`src/core/ssr_defines.svh`:
```
`ifndef SSR_DEFINES_SVH
`define SSR_DEFINES_SVH

// Register indices; the byte address is four times the index.
`define SSR_IDX_GO 6'h0C
`define SSR_IDX_ENTRY_FIRST 6'h0F
`define SSR_IDX_ENTRY_LAST 6'h16
`define SSR_IDX_REPEAT_LOW 6'h17
`define SSR_IDX_REPEAT_HIGH 6'h18
`define SSR_IDX_STATUS 6'h1F

`define SSR_RESET_BYTE 8'h00
`define SSR_SLOT_LAST 3'h7
`define SSR_REPEAT_ZERO 2'h0
`define SSR_WAIT_FLAG_BIT 7
`define SSR_VALUE_ZERO 7'h00
`define SSR_GO_BIT 0

// Wait unit and clock period, both in nanoseconds.
`define SSR_WAIT_UNIT_NS 10000000
`define SSR_CLK_PERIOD_NS 4

`endif

```
`src/core/ssr_pkg.sv`:
```
`default_nettype none
package ssr_pkg;

  typedef enum logic [4:0] {
    SSR_ST_IDLE = 5'b00001,
    SSR_ST_FETCH = 5'b00010,
    SSR_ST_PLAY = 5'b00100,
    SSR_ST_WAIT = 5'b01000,
    SSR_ST_NEXT = 5'b10000
  } ssr_state_t;

endpackage : ssr_pkg
`default_nettype wire

```
`src/core/ssr_slot_step.sv`:
```
`timescale 1ns/100ps
`default_nettype none
`include "ssr_defines.svh"

module ssr_slot_step (
  // Programmed count and plays already repeated.
  input wire logic [1:0] repeat_count,
  input wire logic [1:0] repeat_done,
  // Decision.
  output logic advance,
  output logic [1:0] next_repeat_done
);

  // The entry has played repeat_done plus one times; stop once that equals count plus one.
  assign advance = (repeat_done == repeat_count);
  assign next_repeat_done = advance ? `SSR_REPEAT_ZERO : repeat_done + 2'h1;

endmodule : ssr_slot_step
`default_nettype wire

```
`src/core/ssr_top.sv`:
```
// The APB interface to the registers was chosen for this implementation.
`timescale 1ns/100ps
`default_nettype none
`include "ssr_defines.svh"

module ssr_top #(
  parameter int WAIT_UNIT_CYCLES = `SSR_WAIT_UNIT_NS / `SSR_CLK_PERIOD_NS
) (
  // Clock and reset.
  input wire logic clk,
  input wire logic rst_b,
  // APB slave.
  input wire logic psel,
  input wire logic penable,
  input wire logic pwrite,
  input wire logic [7:0] paddr,
  input wire logic [31:0] pwdata,
  input wire logic [3:0] pstrb,
  output logic [31:0] prdata,
  output logic pready,
  output logic pslverr,
  // Waveform playback engine.
  output logic play_req,
  output logic [6:0] play_id,
  input wire logic play_done,
  // Sequencer state.
  output logic seq_busy
);

  logic [7:0] slot_entry [8];
  logic [7:0] slot_repeat_counts_low;
  logic [7:0] slot_repeat_counts_high;
  ssr_pkg::ssr_state_t state;
  ssr_pkg::ssr_state_t next_state;
  logic [2:0] slot;
  logic [2:0] next_slot;
  logic [1:0] repeat_done;
  logic [1:0] next_repeat_done_fsm;
  logic [6:0] wait_units;
  logic [6:0] next_wait_units;
  logic [31:0] wait_cycles;
  logic [31:0] next_wait_cycles;
  logic next_play_req;
  logic [6:0] next_play_id;
  logic step_advance;
  logic [1:0] step_next_repeat;
  logic [31:0] read_value;

  function automatic logic [1:0] slot_repeat(input logic [2:0] idx, input logic [7:0] low, input logic [7:0] high);
    logic [15:0] both;
    both = {high, low};
    slot_repeat = both[{idx, 1'b0} +: 2];
  endfunction : slot_repeat

  // Address decode.
  wire [5:0] addr_idx = paddr[7:2];
  wire addr_aligned = (paddr[1:0] == 2'h0);
  wire hit_go = addr_aligned && (addr_idx == `SSR_IDX_GO);
  wire hit_entry = addr_aligned && (addr_idx >= `SSR_IDX_ENTRY_FIRST) && (addr_idx <= `SSR_IDX_ENTRY_LAST);
  wire [5:0] entry_offset = addr_idx - `SSR_IDX_ENTRY_FIRST;
  wire [2:0] entry_sel = entry_offset[2:0];
  wire hit_low = addr_aligned && (addr_idx == `SSR_IDX_REPEAT_LOW);
  wire hit_high = addr_aligned && (addr_idx == `SSR_IDX_REPEAT_HIGH);
  wire hit_status = addr_aligned && (addr_idx == `SSR_IDX_STATUS);
  wire hit_any = hit_go || hit_entry || hit_low || hit_high || hit_status;
  wire apb_setup = psel && !penable;
  wire wr_fire = psel && penable && pready && pwrite && pstrb[0] && hit_any;
  wire go_write = wr_fire && hit_go;
  wire start = go_write && pwdata[`SSR_GO_BIT];
  wire abort = go_write && !pwdata[`SSR_GO_BIT];
  wire [7:0] cur_entry = slot_entry[slot];
  wire [6:0] cur_value = cur_entry[6:0];
  wire cur_is_wait = cur_entry[`SSR_WAIT_FLAG_BIT];
  wire [1:0] cur_repeat = slot_repeat(slot, slot_repeat_counts_low, slot_repeat_counts_high);
  wire wait_unit_end = (wait_cycles == 32'(WAIT_UNIT_CYCLES - 1));

  ssr_slot_step u_step (
    .repeat_count(cur_repeat),
    .repeat_done(repeat_done),
    .advance(step_advance),
    .next_repeat_done(step_next_repeat)
  );

  always_comb begin
    read_value = 32'h0000_0000;
    if (hit_go) begin
      read_value = {31'h0000_0000, seq_busy};
    end else if (hit_entry) begin
      read_value = {24'h00_0000, slot_entry[entry_sel]};
    end else if (hit_low) begin
      read_value = {24'h00_0000, slot_repeat_counts_low};
    end else if (hit_high) begin
      read_value = {24'h00_0000, slot_repeat_counts_high};
    end else if (hit_status) begin
      read_value = {25'h000_0000, state == ssr_pkg::SSR_ST_WAIT, repeat_done, slot, seq_busy};
    end
  end

  // Response is prepared in the setup cycle so every APB output leaves a flip-flop.
  always_ff @(posedge clk or negedge rst_b) begin
    if (!rst_b) begin
      prdata <= 32'h0000_0000;
      pready <= 1'b0;
      pslverr <= 1'b0;
    end else begin
      prdata <= (apb_setup && !pwrite) ? read_value : 32'h0000_0000;
      pready <= apb_setup;
      pslverr <= apb_setup && !hit_any;
    end
  end

  always_ff @(posedge clk or negedge rst_b) begin
    if (!rst_b) begin
      slot_repeat_counts_low <= `SSR_RESET_BYTE;
      slot_repeat_counts_high <= `SSR_RESET_BYTE;
    end else begin
      if (wr_fire && hit_low) begin
        slot_repeat_counts_low <= pwdata[7:0];
      end
      if (wr_fire && hit_high) begin
        slot_repeat_counts_high <= pwdata[7:0];
      end
    end
  end

  // Entries are rewritable during playback; a change takes effect at the next fetch.
  genvar gi;
  generate
    for (gi = 0; gi < 8; gi++) begin : g_entry
      always_ff @(posedge clk or negedge rst_b) begin
        if (!rst_b) begin
          slot_entry[gi] <= `SSR_RESET_BYTE;
        end else if (wr_fire && hit_entry && (entry_sel == 3'(gi))) begin
          slot_entry[gi] <= pwdata[7:0];
        end
      end
    end
  endgenerate

  always_comb begin
    next_state = state;
    next_slot = slot;
    next_repeat_done_fsm = repeat_done;
    next_wait_units = wait_units;
    next_wait_cycles = wait_cycles;
    next_play_req = 1'b0;
    next_play_id = play_id;
    if (abort) begin
      next_state = ssr_pkg::SSR_ST_IDLE;
    end else if (start) begin
      next_state = ssr_pkg::SSR_ST_FETCH;
      next_slot = 3'h0;
      next_repeat_done_fsm = `SSR_REPEAT_ZERO;
    end else begin
      case (state)
        ssr_pkg::SSR_ST_IDLE: begin
          next_state = ssr_pkg::SSR_ST_IDLE;
        end
        ssr_pkg::SSR_ST_FETCH: begin
          if (cur_value == `SSR_VALUE_ZERO) begin
            next_state = ssr_pkg::SSR_ST_IDLE;
          end else if (cur_is_wait) begin
            next_state = ssr_pkg::SSR_ST_WAIT;
            next_wait_units = cur_value;
            next_wait_cycles = 32'h0000_0000;
          end else begin
            next_state = ssr_pkg::SSR_ST_PLAY;
            next_play_req = 1'b1;
            next_play_id = cur_value;
          end
        end
        ssr_pkg::SSR_ST_PLAY: begin
          if (play_done) begin
            next_state = ssr_pkg::SSR_ST_NEXT;
          end
        end
        ssr_pkg::SSR_ST_WAIT: begin
          if (wait_unit_end) begin
            next_wait_cycles = 32'h0000_0000;
            next_wait_units = wait_units - 7'h01;
            if (wait_units == 7'h01) begin
              next_state = ssr_pkg::SSR_ST_NEXT;
            end
          end else begin
            next_wait_cycles = wait_cycles + 32'h0000_0001;
          end
        end
        ssr_pkg::SSR_ST_NEXT: begin
          next_repeat_done_fsm = step_next_repeat;
          if (!step_advance) begin
            next_state = ssr_pkg::SSR_ST_FETCH;
          end else if (slot == `SSR_SLOT_LAST) begin
            next_state = ssr_pkg::SSR_ST_IDLE;
          end else begin
            next_state = ssr_pkg::SSR_ST_FETCH;
            next_slot = slot + 3'h1;
          end
        end
        default: begin
          next_state = ssr_pkg::SSR_ST_IDLE;
        end
      endcase
    end
  end

  always_ff @(posedge clk or negedge rst_b) begin
    if (!rst_b) begin
      state <= ssr_pkg::SSR_ST_IDLE;
      slot <= 3'h0;
      repeat_done <= `SSR_REPEAT_ZERO;
      wait_units <= 7'h00;
      wait_cycles <= 32'h0000_0000;
      play_req <= 1'b0;
      play_id <= 7'h00;
      seq_busy <= 1'b0;
    end else begin
      state <= next_state;
      slot <= next_slot;
      repeat_done <= next_repeat_done_fsm;
      wait_units <= next_wait_units;
      wait_cycles <= next_wait_cycles;
      play_req <= next_play_req;
      play_id <= next_play_id;
      seq_busy <= (next_state != ssr_pkg::SSR_ST_IDLE);
    end
  end

endmodule : ssr_top
`default_nettype wire

```
`config.mk`:
```
export PLATFORM = sky130hd
export DESIGN_NAME = ssr_top
export DESIGN_NICKNAME = d
export VERILOG_FILES = /design/src/core/ssr_pkg.sv /design/src/core/ssr_slot_step.sv /design/src/core/ssr_top.sv
export VERILOG_INCLUDE_DIRS = /design/src /design/src/core
export SDC_FILE = /design/constraint.sdc
export NUM_CORES = 1
export LEC_CHECK = 0
export BUFFER_PORTS_ARGS = -buffer_cell sky130_fd_sc_hd__buf_2
export CORE_MARGIN = 2
export CORE_UTILIZATION = 45
export DETAILED_ROUTE_END_ITERATION = 6
export GPL_TIMING_DRIVEN = 0
export PLACE_DENSITY = 0.66
export SETUP_SLACK_MARGIN = 0.15
export SYNTH_ARGS = -nofsm -noshare
export SYNTH_HDL_FRONTEND = slang
export SYNTH_SLANG_ARGS = --single-unit
export TNS_END_PERCENT = 20
```
`constraint.sdc`:
```
create_clock -name clk -period 7.95 [get_ports clk]
set_input_delay 0 -clock clk [delete_from_list [all_inputs] [get_ports clk]]
set_output_delay 0 -clock clk [all_outputs]
set_load 0.02 [all_outputs]
```
==> flow_summary.ini, run 1 <==
[outcome]
status = completed

[global_routing]
antenna_found_initial = 0
grt_max_degree = 92
grt_use_total_pct = 22.7
grt_pass1_wl_um = 34900
grt_pass1_vias = 6510
grt.overflow.total = 0

[worst_setup_path]
end_kind = flip-flop
cp.arrival_ns = 4.08
required_ns = 8.23
worstPathMaxFanout = 10
worstSetupPathType = input pin to flip-flop
crit_path_start_kind = input pin

[clock_network]
cts_root_buf = clkbuf_16
post_cts_buffers = 0
cts.path.max_buffers = 2
clkLatencyLatePin_ns = 0.43
clk_pin_slew_ns = 0.07
htreeDepth = 4
cts_buffers = 17
cts_tree = built
cts.sinks = 148

[timing]
clock.fmax_mhz = 263
hold_violations = 0
fin_skew_ns = 0.0109
setup-tns-final_ns = 0
max_slew_margin_pct = 22.2
layout_min_cycle_time_ns = 3.80
tightest_slew_ns = 1.16
report.final.slew_viol_count = 0
finalCritPeriodShare_pct = 47.8
fin_ws_ns = 4.15
setup_violations = 0
rsz0062_at_grt = false

[pwr]
p_per_area_nw_per_um2 = 169
p_leak_nw = 4.37
vdd_drop_max_mv = 0.231

[die]
die_x_um = 141
rows = 50
core-area_um2 = 18600
die_h_um = 141
die_area_um2 = 19900
ios = 93
start_util_pct = 45.5

[yosys]
avgSynthCellArea_um2 = 12.0
synth_edf_count = 0
synthCells = 705
syn_area_um2 = 8460
ys_ff_latch = 148
yosysWarnings = 0
synth_ff_type = dfrtp_1
ys_seq_area_share_pct = 43.8
synth_async_sr_flop_share_pct = 100
synth_cell_types = 71

[final_layout]
area_growth_pct = 14.3
drive_above_1_share_pct = 31.2
nets = 848
antenna_cells = 0

[place]
dp_slack_ns = 3.64
gp_congestion = 0.871
port_buffers = 33
hpwl_um = 15100

[drt]
first_pass_iters = 6
drt_wl_total_um = 21700
final_antenna_net_count = 0
via_per_inst = 6.08
route.vias.total = 6284
drc_errors = 0
post_drt_wl_per_cell_um = 21.0
first_iter_violations = 463

[flow_run]
drv_cap = 0

[min_path]
hold_path_class = input pin to flip-flop
power by group:
part	internal, mW	total [mW]	switching (mW)
combinational	0.0279	0.0833	0.0554
clock	0.439	0.791	0.352
sequential	0.755	0.756	0.000979
total	1.22	1.63	0.408
registers in the layout, summed over array words and instances (netlist names), 2 cells and up:
signal,flops
play_id,7
prdata,8
repeat_done,2
slot,3
slot_entry,64
slot_repeat_counts_high,8
slot_repeat_counts_low,8
state,5
wait_cycles,32
wait_units,7
metal layers:
metal	up-vias	GRT usage, %	wire length [um]
li1	2817	-	-
met1	3153	27.2	8500
met2	265	39.2	11200
met3	49	4.86	1240
met4	0	10.3	737
met5	-	0	0
logic make-up (layout without fill, tap and decap cells):
logic type,count (synthesis),after routing,synth area share [%]
AOI/OAI and AO/OA,128,128,11.9
xor gates and xnor gates,2,2,0.207
adders and majority gates,11,11,1.63
buffers and inverters,82,153,5.50
DFF,148,148,43.8
muxes,144,144,24.7
other,1,24,0.0443
and+or+nand+nor,189,189,12.2
cells in the mapped netlist, types with 4 or more instances:
cell type,instances,area (um^2)
a211oi_1,9,67.6
a21boi_0,5,37.5
a21oi_1,18,90.1
a222oi_1,7,70.1
a31oi_1,12,75.1
a31oi_2,13,163
and2_1,4,25.0
and3_1,9,56.3
and4_1,6,52.6
buf_1,11,41.3
buf_4,26,195
buf_6,4,45.0
clkbuf_1,23,86.3
dfrtp_1,147,3680
ha_1,11,138
inv_1,14,52.6
mux2_2,84,946
mux2_4,9,135
mux2i_1,14,140
mux4_1,9,236
mux4_2,27,608
nand2_1,40,150
nand3_1,26,130
nand4_1,13,81.3
nor2_1,26,97.6
nor2b_1,9,56.3
nor3_1,15,75.1
nor4_1,9,56.3
o21a_1,4,30.0
o21ai_0,21,105
or3_1,11,68.8
cell usage in the layout (no fill, tap or decap), types with 6 or more instances in the layout:
master         netlist  layout
mux2_4               9       9
clkbuf_16            0      17
a211oi_1             9       9
nand4_1             13      13
nor2_1              26      26
a31oi_1             12      12
and3_1               9       9
or3_1               11      11
nor2b_1              9       9
dlygate4sd3_1        0       6
o21ai_0             21      21
dfrtp_1            147     147
nor4_1               9       9
ha_1                11      11
nand2_1             40      40
mux4_1               9       9
a222oi_1             7       7
a21oi_1             18      18
conb_1               1      24
clkbuf_1            23      23
and4_1               6       6
mux4_2              27      27
nand3_1             26      26
inv_1               14      14
mux2_2              84      84
buf_1               11      11
buf_4               26      26
mux2i_1             14      14
buf_2                2      34
a31oi_2             13      13
nor3_1              15      15
worst paths after layout:
path                            depth (start not counted)  slack (ns)                    from                     endpoint
worst min-delay path                                    4        0.04                 penable            pslverr$_DFF_PN0_
worst max-delay path                                   10        4.15                paddr[2]          prdata[6]$_DFF_PN0_
min in group asynchronous                               2        0.10                   rst_b  wait_cycles[24]$_DFFE_PN0P_
worst max register to register                          7        4.80     slot[2]$_DFFE_PN0P_  wait_cycles[23]$_DFFE_PN0P_
worst min register to register                          1        0.52  play_id[0]$_DFFE_PN0P_       play_id[0]$_DFFE_PN0P_
max in group asynchronous                               3        6.97                   rst_b           state[0]$_DFF_PN1_
critical path, cell delays in order:
cell and delay [ns]:
buf_2 0.13, clkbuf_1 0.47, buf_1 0.63, inv_1 0.16, ha_1 0.32, clkbuf_1 0.49
buf_1 0.75, mux4_2 0.61, mux2i_1 0.34, a211oi_1 0.17
final cells by class:
| class | instances | area, um^2 |
|---|---|---|
| Tap cell | 234 | 293 |
| Fill cell | 1591 | 8910 |
| Clock inverter | 14 | 144 |
| Buffer | 68 | 413 |
| Clock buffer | 17 | 425 |
| Multi-Input combinational cell | 498 | 4380 |
| Timing Repair Buffer | 40 | 259 |
| Inverter | 14 | 52.6 |
| Sequential cell | 148 | 3700 |
what timing repair did:
item,4_1_cts,5_1_grt
hold buffers,6,0
hold endpoints to repair,61,0
gates resized for setup,0,0
metrics by stage:
step	std cells	util (%)	power [mW]	hold WS, ns	instance area [um^2]
6_report	1033	52.0	1.63	0.0433	9670
2_1_floorplan	728	-	0.817	-0.296	8550
3_5_place_dp	996	48.6	0.852	0.00971	9040
4_1_cts	1033	52.0	1.64	0.00603	9670
5_1_grt	1033	52.0	1.69	0.0630	9670
3_3_place_gp	995	48.5	0.847	0.201	9000
Note: power is estimated with default switching activity, not from simulation.
==> run 2: changes to the inputs <==
- PLACE_DENSITY: 0.66 -> 0.68
- clock period: 7.95 -> 3.4 ns (I/O delays scaled with it)
==> run 2 against run 1 <==
Effect of this change:
- design area rose by 0.57%
- sequential power rose by 130%
- critical endpoint is now prdata[5]$_DFF_PN0_
- first-iteration DRC count rose by 33%
- critical path type unchanged
- cell count barely moved
- die area did not move
- critical path depth did not move
- routed wire length fell by 5.4%
- clock skew fell by 0.00062 ns
- hold slack improved by 0.0018 ns
- core utilization rose by 0.30 points
==> flow_summary.ini, run 2 (synthesis gave the netlist of run 1 again) <==
[timing]
hold_violations = 0
setup_violations = 0
layout_min_cycle_time_ns = 3.17
finalCritPeriodShare_pct = 93.3
tightest_slew_ns = 0.847
rsz0062_at_grt = true
fin_skew_ns = 0.0102
clock.fmax_mhz = 315
max_slew_margin_pct = 43.5
report.final.slew_viol_count = 0
setup-tns-final_ns = 0

[final_layout]
final_common_cell = dfrtp_1
biggestRegsByFlops = slot_entry: 64 flops, wait_cycles: 32 flops
multi_input_area_um2 = 4380
drive_above_1_share_pct = 31.8
post-route-util_pct = 52.3
largest_reg_flops = 64
nets = 848
register_area_um2 = 3700
area_growth_pct = 14.9
largest_register = slot_entry
fillers = 1588
fin_area_um2 = 9720
antenna_cells = 0
layout_common_cells = dfrtp_1, mux2_2, nand2_1

[pwr]
vdd_drop_max_mv = 0.375
p_per_area_nw_per_um2 = 406
p_leak_nw = 4.41

[place]
port_buffers = 33
gp_congestion = 0.827
placed_area_um2 = 9040
hpwl_um = 14000

[global_routing]
grt_pass1_vias = 6029
grt_use_total_pct = 21.3
grt.overflow.total = 0
antenna_found_initial = 0
grt_pass1_wl_um = 33000
grt_max_degree = 81

[worst_setup_path]
reg2reg_setup_slack_ns = 0.41
path_buf_inv = 6
path_cells = buf_2, clkbuf_1, buf_2, inv_1, ha_1, clkbuf_1, clkdlybuf4s15_2, mux4_2, mux2i_1, a211oi_1
cp.arrival_ns = 3.45
cp_slowest_cell = clkdlybuf4s15_2
worstSetupPathType = input pin to flip-flop
required_ns = 3.68
cpPeakStageDelay_ns = 0.56
cpLargestDelayFamily = buffers and inverters
end_kind = flip-flop
crit_path_start_kind = input pin
worstPathMaxFanout = 10

[die]
ios = 93
die_x_um = 141
start_util_pct = 45.5
die_area_um2 = 19900
die_h_um = 141
core-area_um2 = 18600
rows = 50

[clock_network]
clk_pin_slew_ns = 0.07
cts.path.max_buffers = 2
cts_root_buf = clkbuf_16
cts_buffers = 17
cts_tree = built
htreeDepth = 4
clkLatencyLatePin_ns = 0.43
cts.sinks = 148

[outcome]
status = completed

[drt]
drt_wl_total_um = 20500
post_drt_wl_per_cell_um = 19.9
final_antenna_net_count = 0
first_iter_violations = 617
first_pass_iters = 5
drc_errors = 0
route.vias.total = 6182
via_per_inst = 5.98

[min_path]
hold_path_class = input pin to flip-flop

[flow_run]
drv_cap = 0
[run 2: per-stage QoR]
stage / hold WS, ns / power (mW) / instances / worst slack [ns]
after floorplan: -0.296 / 1.91 / 728 / 0.566
final: 0.0451 / 3.95 / 1034 / 0.228
after global placement: 0.208 / 1.98 / 995 / -0.743
after detailed placement: 0.0508 / 1.99 / 996 / -0.756
after global routing: 0.0957 / 4.06 / 1034 / 0.0992
after CTS: 0.0235 / 3.97 / 1033 / 0.180
[run 2: worst paths after layout]
check,to,depth (start not counted),start
hold / removal,pslverr$_DFF_PN0_,4,penable
setup reg to reg,wait_units[1]$_DFFE_PN0P_,7,slot[2]$_DFFE_PN0P_
hold reg to reg,wait_cycles[13]$_DFFE_PN0P_,1,wait_cycles[13]$_DFFE_PN0P_
max in group asynchronous,slot[1]$_DFFE_PN0P_,3,rst_b
setup / recovery,prdata[5]$_DFF_PN0_,10,paddr[2]
min in group asynchronous,wait_cycles[28]$_DFFE_PN0P_,2,rst_b
[run 2: cell type report]
| type | instances | share of cell area, % |
|---|---|---|
| multi-input cells | 498 | 45.1 |
| flip-flops and latches | 148 | 38.1 |
| clock buffers | 18 | 4.52 |
| plain buffers | 68 | 4.34 |
| well taps | 234 | 3.01 |
| repair buffers | 40 | 2.61 |
| clock inverters | 14 | 1.83 |
| inverters | 14 | 0.540 |
[run 2: timing repair]
item / 4_1_cts / 5_1_grt
setup endpoints to repair: 7 / 9
pin swaps: 0 / 0
endpoints found under the hold margin: 72 / 0
buffers inserted: 0 / 0
hold buffers: 5 / 0
resized for setup: 3 / 1
[run 2: worst register-to-register path: stages (launching register included)]
cell and delay [ns]:
dfrtp_1 0.35, clkbuf_1 0.46, buf_2 0.40, mux2_2 0.42, nor3_2 0.35, a211oi_4 0.18
o211ai_2 0.34, mux2_2 0.38
[run 2: power by group]
part	total [mW]	internal, mW	switching (mW)
registers	1.77	1.76	0.00229
clock network	1.99	1.14	0.846
logic	0.194	0.0663	0.128
total	3.95	2.97	0.976
[run 2: routing by layer]
metal | GRT usage (%) | up-vias | routed length, um
met5 | 0 | - | 0
met4 | 7.21 | 0 | 519
met1 | 27.9 | 3118 | 8790
met3 | 4.21 | 36 | 989
met2 | 35.8 | 198 | 10200
li1 | - | 2830 | -
